File: config.mk
export PLATFORM = sky130hd
export DESIGN_NAME = sefp_top
export DESIGN_NICKNAME = d
export VERILOG_FILES = /design/src/verilog/sefp_pkg.sv /design/src/verilog/sefp_axis.sv /design/src/verilog/sefp_top.sv
export SDC_FILE = /design/constraint.sdc
export NUM_CORES = 1
export LEC_CHECK = 0
export ABC_CLOCK_PERIOD_IN_PS = 4100
export BUFFER_PORTS_ARGS = -buffer_cell sky130_fd_sc_hd__buf_2
export CELL_PAD_IN_SITES_DETAIL_PLACEMENT = 0
export CELL_PAD_IN_SITES_GLOBAL_PLACEMENT = 2
export CORE_MARGIN = 1
export CORE_UTILIZATION = 41
export CTS_CLUSTER_SIZE = 12
export DETAILED_ROUTE_END_ITERATION = 8
export PLACE_DENSITY_LB_ADDON = 0.1
export SLEW_MARGIN = 20
export SYNTH_ARGS = -nofsm -noshare
export SYNTH_HDL_FRONTEND = slang
export SYNTH_HIERARCHICAL = 1
export SYNTH_SLANG_ARGS = --single-unit
File: constraint.sdc
create_clock -name mclk -period 4.1 [get_ports mclk]
set_input_delay 0.82 -clock mclk [delete_from_list [all_inputs] [get_ports mclk]]
set_output_delay 0.82 -clock mclk [all_outputs]
set_load 0.005 [all_outputs]
File: src/verilog/sefp_pkg.sv
// Package: constants for the serial encoder fault polarity block
package sefp_pkg;
  localparam int NAXES = 2;
  localparam logic [1:0] POL_RESET = 2'h3;
  // Register offsets
  localparam logic [3:0] REG_POL = 4'h0;
  localparam logic [3:0] REG_STAT = 4'h1;
  localparam logic [3:0] REG_MASK = 4'h2;
  localparam logic [3:0] REG_POS0 = 4'h3;
  localparam logic [3:0] REG_POS1 = 4'h4;
  localparam logic [3:0] REG_CTRL = 4'h5;
  localparam logic [3:0] REG_FAULT = 4'h6;
  // Status bit positions per axis (4 bits per axis)
  localparam int ST_TIMEOUT = 0;
  localparam int ST_CRC = 1;
  localparam int ST_ERR = 2;
  localparam int ST_WARN = 3;
  // Frame layout
  localparam int POS_BITS = 26;
  localparam int CRC_BITS = 6;
  localparam int FRAME_BITS = POS_BITS + 2 + CRC_BITS;
  localparam logic [5:0] CRC_POLY = 6'h03;
  // Timing
  localparam int CLK_MHZ = 100;
  localparam int TIMEOUT_US = 30;
  localparam int TIMEOUT_CYC = TIMEOUT_US * CLK_MHZ;
  localparam int CLK_DIV = 50;
  typedef enum logic [1:0] {
    ST_IDLE = 2'b00,
    ST_WAIT = 2'b01,
    ST_SHIFT = 2'b10,
    ST_DONE = 2'b11
  } sefp_state_e;
endpackage

File: src/verilog/sefp_axis.sv
// Per-axis receiver: frame shift, timeout, CRC and polarity evaluation
`timescale 1ns/1ns
module sefp_axis
  import sefp_pkg::*;
(
  input wire logic mclk,
  input wire logic resetn,
  input wire logic start,
  input wire logic tick,
  input wire logic sdata,
  input wire logic [1:0] fault_polarity_select,
  output logic done,
  output logic [3:0] events,
  output logic [POS_BITS-1:0] position
);
  typedef struct packed {
    sefp_state_e st;
    logic [11:0] tmo;
    logic [5:0] cnt;
    logic [FRAME_BITS-1:0] sh;
    logic done;
    logic [3:0] ev;
    logic [POS_BITS-1:0] pos;
  } sefp_ax_s;
  sefp_ax_s r, next_r;

  function automatic logic [5:0] crc_step(input logic [5:0] c, input logic b);
    logic fb;
    fb = c[5] ^ b;
    crc_step = {c[4:0], 1'b0} ^ (fb ? CRC_POLY : 6'h00);
  endfunction

  always_comb begin
    logic [5:0] crc;
    logic err_raw;
    logic warn_raw;
    crc = 6'h00;
    next_r = r;
    next_r.done = 1'b0;
    err_raw = r.sh[CRC_BITS];
    warn_raw = r.sh[CRC_BITS+1];
    unique case (r.st)
      ST_IDLE: if (start) begin
        next_r.st = ST_WAIT;
        next_r.tmo = '0;
      end
      ST_WAIT: begin
        next_r.tmo = r.tmo + 12'h001;
        if (tick && sdata) begin
          next_r.st = ST_SHIFT;
          next_r.cnt = '0;
        end else if (r.tmo == 12'(TIMEOUT_CYC - 1)) begin
          next_r.ev = '0;
          next_r.ev[ST_TIMEOUT] = 1'b1; // Timeout after 30 us
          next_r.done = 1'b1;
          next_r.st = ST_IDLE;
        end
      end
      ST_SHIFT: if (tick) begin
        next_r.sh = {r.sh[FRAME_BITS-2:0], sdata};
        next_r.cnt = r.cnt + 6'h01;
        if (r.cnt == 6'(FRAME_BITS - 1)) next_r.st = ST_DONE;
      end
      ST_DONE: begin
        for (int i = FRAME_BITS - 1; i >= CRC_BITS; i--)
          crc = crc_step(crc, r.sh[i]);
        next_r.ev = '0;
        next_r.ev[ST_CRC] = (crc != r.sh[CRC_BITS-1:0]);
        // Bit 0 of select gives error polarity, bit 1 warning
        next_r.ev[ST_ERR] = fault_polarity_select[0] ? err_raw : ~err_raw;
        next_r.ev[ST_WARN] = fault_polarity_select[1] ? warn_raw : ~warn_raw;
        // Position trusted only from error flag and CRC, not warning
        if (!next_r.ev[ST_ERR] && !next_r.ev[ST_CRC])
          next_r.pos = r.sh[FRAME_BITS-1 -: POS_BITS];
        next_r.done = 1'b1;
        next_r.st = ST_IDLE;
      end
    endcase
  end

  always_ff @(posedge mclk or negedge resetn) begin
    if (!resetn) r <= '0;
    else r <= next_r;
  end

  assign done = r.done;
  assign events = r.ev;
  assign position = r.pos;
endmodule // sefp_axis

File: src/verilog/sefp_top.sv
// Top: register port, link clock sampling, fault status and interrupt
//
// Operation
// - Selects 0,1: warning active low
// - Selects 2,3: warning active high; reset 3
// - Asserted flag raises fault routine and state
// - Trust position from error flag and CRC only
// - Start bit absent 30 us: timeout
// - Six-bit CRC over data and flags
`timescale 1ns/1ns
module sefp_top
  import sefp_pkg::*;
(
  input wire logic mclk,
  input wire logic resetn,
  input wire logic [3:0] addr,
  input wire logic [31:0] wdata,
  input wire logic wr,
  input wire logic rd,
  output logic [31:0] rdata,
  input wire logic link_clk,
  input wire logic [NAXES-1:0] link_data,
  output logic link_req,
  output logic irq,
  output logic serial_encoder_fault_routine,
  output logic [NAXES-1:0] encoder_fault_state
);
  ////////////////////////////////////////////////////////////////////////
  typedef struct packed {
    logic [2*NAXES-1:0] pol;
    logic [4*NAXES-1:0] stat;
    logic [4*NAXES-1:0] mask;
    logic [2:0] lc_s;
    logic [2*NAXES-1:0] ld_s;
    logic [NAXES-1:0] busy;
    logic req;
    logic [31:0] rdata;
    logic irq;
    logic routine;
    logic [NAXES-1:0] fault;
  } sefp_top_s;
  sefp_top_s r, next_r;

  logic tick;
  logic [NAXES-1:0] ax_done;
  logic [4*NAXES-1:0] ax_ev;
  logic [POS_BITS-1:0] ax_pos [NAXES];

  // Sample the link clock on rising edges; second stage feeds edge detect
  assign tick = r.lc_s[1] & ~r.lc_s[2];

  genvar g;
  generate
    for (g = 0; g < NAXES; g++) begin : gen_ax
      sefp_axis u_ax (
        .mclk(mclk),
        .resetn(resetn),
        .start(r.req),
        .tick(tick),
        .sdata(r.ld_s[NAXES+g]),
        .fault_polarity_select(r.pol[2*g +: 2]),
        .done(ax_done[g]),
        .events(ax_ev[4*g +: 4]),
        .position(ax_pos[g])
      );
    end
  endgenerate

  ////////////////////////////////////////////////////////////////////////
  always_comb begin
    logic [4*NAXES-1:0] set;
    set = '0;
    next_r = r;
    next_r.lc_s = {r.lc_s[1:0], link_clk};
    next_r.ld_s = {r.ld_s[NAXES-1:0], link_data};
    next_r.req = 1'b0;
    for (int i = 0; i < NAXES; i++) begin
      if (ax_done[i]) begin
        set[4*i +: 4] = ax_ev[4*i +: 4];
        next_r.busy[i] = 1'b0;
      end
    end
    if (wr) begin
      unique case (addr)
        REG_POL: next_r.pol = wdata[2*NAXES-1:0];
        REG_STAT: next_r.stat = r.stat & ~wdata[4*NAXES-1:0];
        REG_MASK: next_r.mask = wdata[4*NAXES-1:0];
        REG_CTRL: if (wdata[0] && r.busy == '0) begin
          next_r.req = 1'b1;
          next_r.busy = '1;
        end
        default: ;
      endcase
    end
    // Set wins over a same-cycle write-one clear
    next_r.stat = next_r.stat | set;
    next_r.rdata = 32'h0000_0000;
    if (rd) begin
      unique case (addr)
        REG_POL: next_r.rdata = 32'(r.pol);
        REG_STAT: next_r.rdata = 32'(r.stat);
        REG_MASK: next_r.rdata = 32'(r.mask);
        REG_POS0: next_r.rdata = 32'(ax_pos[0]);
        REG_POS1: next_r.rdata = 32'(ax_pos[NAXES-1]);
        REG_CTRL: next_r.rdata = 32'(r.busy);
        REG_FAULT: next_r.rdata = 32'(r.fault);
        default: next_r.rdata = 32'h0000_0000;
      endcase
    end
    for (int i = 0; i < NAXES; i++)
      next_r.fault[i] = |next_r.stat[4*i +: 4];
    next_r.routine = |set;
    next_r.irq = |(next_r.stat & r.mask);
  end

  always_ff @(posedge mclk or negedge resetn) begin
    if (!resetn) begin
      r <= '0;
      r.pol <= {NAXES{POL_RESET}};
    end else begin
      r <= next_r;
    end
  end

  assign rdata = r.rdata;
  assign link_req = r.req;
  assign irq = r.irq;
  assign serial_encoder_fault_routine = r.routine;
  assign encoder_fault_state = r.fault;
endmodule // sefp_top
==> results.yml <==
timing:
  finalClockSkew_ns: 0.0259
  period_share: 0.837
  finalHoldWorstSlack_ns: 0.218
  min_period_ns: 3.43
  slew_viol_final: 0
  max_freq_ghz: 0.291
  max-slew-margin-rel: 0.411
  layout_setup_ws_ns: 0.666
  rsz0062_at_grt: "false"
  setup_viol: 0
  tightest_slew_ns: 0.883
  tns_ns: 0
  hold_viol: 0
run_status:
  outcome: "complete, no violations"
logic_synthesis:
  ys_ff_latch: 230
  async_reset_ff_frac: 1.00
  syn_avg_cell_area_um2: 10.9
  post-synth-top-area-cell: "dfrtp_1"
  synth_cell_types: 60
  synth_warnings: 6
  synth.area.top_cells: "dfrtp_1 (48%), nand2_1 (8.0%), buf_4 (6.0%)"
  yosysSeqAreaShare: 0.493
  yosys.area.top_type_share: 0.484
  synth_area_mm2: 0.0117
  synthFlopType: "dfrtp_1"
  synth-edff-count: 0
  synth_cells: 1077
grt:
  antenna_found_initial: 0
  grt_start_max_net_pins: 104
  grt_pass1_wl_um: 42000
  grt_overflow: 0
  grt_pass1_vias: 7041
  grt_use_total: 0.187
worst_setup_path:
  worstPathCellList: "xnor3_1 > xnor2_2 > xnor3_2 > xnor2_1 > or3_1 > a2111o_1 > buf_4 > mux2_4"
  worst-path-buf-inv: 1
  worstPathRequired_ns: 4.51
  crit_path_start_kind: "flop"
  r2r-start: "gen_ax[1].u_ax/r[61]"
  slowest_stage: "dfrtp_1"
  crit_type: "flop to flop"
  endpoint_kind: "flop"
  cp_max_fo: 26
  critPathLaunch: "gen_ax[1].u_ax/r[61]"
  slowest_delay_ns: 0.49
  cp_data_arrival_time_ns: 3.85
  cp_top_family: "XOR/XNOR gates"
clock_tree:
  root_buffer: "clkbuf_16"
  clkSlewWorstSetupHoldPaths_ns: 0.06
  clock_latency_ns: 0.54
  cts_buffers: 28
  cts_tree: "done"
  cts.sinks: 230
  htreeDepth: 1
  post-cts-setup-buffer-count: 0
  clk_path_buf_depth: 3
  hold_buffers: 0
  post_cts_resized: 0
pwr:
  leakagePower_nw: 6.34
  peakVddDrop_mv: 0.257
  powerDensity_mw_per_mm2: 406
floorplan:
  ioPinCount: 80
  die_area_mm2: 0.0292
  initial_core_util: 0.418
  coreArea_mm2: 0.0279
  die_x_um: 171
  std_cell_rows: 61
  die_y_um: 171
cells_and_area:
  layout-drive-gt1-share: 0.192
  layout_common_cells: "nand2_1 (250), dfrtp_1 (226), o21ai_0 (48), buf_2 (48), xnor2_1 (46)"
  final_common_cell: "nand2_1"
  syn_to_final_growth_pct: 7.56
  final_nets: 1092
  stdcell_count: 1438
  n_antenna_cell: 0
placed_design:
  place_inst: 1390
  port_buffers: 49
  place.gp.congestion: 0.812
  pre_cts_ws_ns: 0.678
  hpwlAfterDp_um: 18100
routing:
  wl_per_cell_um: 18.3
  drt_iter0_markers: 495
  num_vias: 7221
  ant_nets: 0
  route.detailed.drc: 0
  dr.pass1.iters: 5
  vias_per_cell: 5.02
  wl_um: 26300
min_path:
  hold_class: "input port to asynchronous set/reset pin"
flow_run:
  timing.max_cap.violations: 0
synth_stat cells (3+ instances only):
master / count
a22o_1: 8
nor2b_1: 4
nor2_1: 33
dfstp_2: 4
o41ai_1: 4
nand3_1: 34
clkbuf_1: 26
buf_2: 5
o21ai_0: 48
xnor3_1: 22
nor3_1: 7
buf_6: 3
nor4_1: 5
ha_1: 6
buf_12: 4
o31ai_1: 4
mux2_2: 28
dfrtp_1: 226
a22oi_1: 35
and2_1: 7
a31oi_1: 4
o211ai_1: 4
a221oi_1: 4
xnor3_2: 4
inv_1: 19
and3_1: 8
xor2_1: 12
xnor2_1: 46
a21oi_1: 18
mux2_4: 40
nand4_1: 9
mux2i_1: 6
nand3b_1: 5
nand2_1: 250
buf_4: 94
per-stage QoR:
step / area, um2 / util / power (mW)
after CTS: 12600 / 0.449 / 5.18
final: 12600 / 0.450 / 5.10
after floorplan: 11700 / - / 2.57
after detailed placement: 11600 / 0.416 / 2.69
after global routing: 12600 / 0.450 / 5.31
after global placement: 11600 / 0.416 / 2.69
kinds of logic (layout without fill, tap and decap cells):
logic type,Yosys count,in the layout,synth area share
AND/OR/NAND/NOR,375,375,0.140
flip-flops,230,230,0.493
buffers and inverters,153,131,0.0874
AO/OA/AOI/OAI,148,148,0.0839
XOR/XNOR,90,90,0.106
multiplexers,74,74,0.0835
adder cells (fa/ha/maj),6,6,0.00642
other,1,6,0.000321
worst register-to-register path: cells and delay by family (launching register included):
family / cells / cell delay (ns)
mux: 1 / 0.37
flops: 1 / 0.49
simple gates: 1 / 0.37
compound gates: 1 / 0.42
buf+inv: 1 / 0.29
xor+xnor: 4 / 1.36
worst paths after layout:
check                           slack, ns                         end  depth (start not counted)
worst max-delay path                 0.67  gen_ax[1].u_ax/position[7]                          8
worst min-delay path                 0.22        gen_ax[1].u_ax/r[55]                          1
worst max register to register       0.67  gen_ax[1].u_ax/position[7]                          8
worst min register to register       0.35                  next_r[45]                          0
max in group asynchronous            2.91                       r[64]                          2
min in group mclk                    0.35                  next_r[45]                          0
power by group:
group / internal [mW] / switching (mW) / leakage (nW)
clock network: 1.52 / 0.938 / 0.459
registers: 2.34 / 0.0624 / 3.13
logic: 0.0923 / 0.151 / 2.75
sequential cells by signal, summed over array words and instances, names as in the netlist, named ones only:
| name | cells |
|---|---|
| link_req | 1 |
| encoder_fault_state | 2 |
| gen_ax.u_ax/done | 2 |
| irq | 1 |
| serial_encoder_fault_routine | 1 |
| gen_ax.u_ax/position | 52 |
| rdata | 26 |
| r | 25 |
| next_r | 4 |
| gen_ax.u_ax/r | 106 |
| gen_ax.u_ax/events | 8 |
per-layer routing:
metal	share of wire	up-vias	GRT usage	wire length, um
li1	-	3514	-	-
met4	0.015	0	0.0357	386
met5	0	-	0	0
met3	0.031	30	0.0238	808
met1	0.51	3562	0.284	13400
met2	0.44	115	0.285	11700
area by class of cell:
cell class	instances	area (um2)
fillers	2691	15400
flip-flops and latches	230	5760
multi-input cells	699	4940
clock buffers	42	875
well taps	378	473
repair buffers	65	395
inverters	19	71.3
clock inverters	5	56.3
No activity file was read; power rests on OpenSTA's default activity.
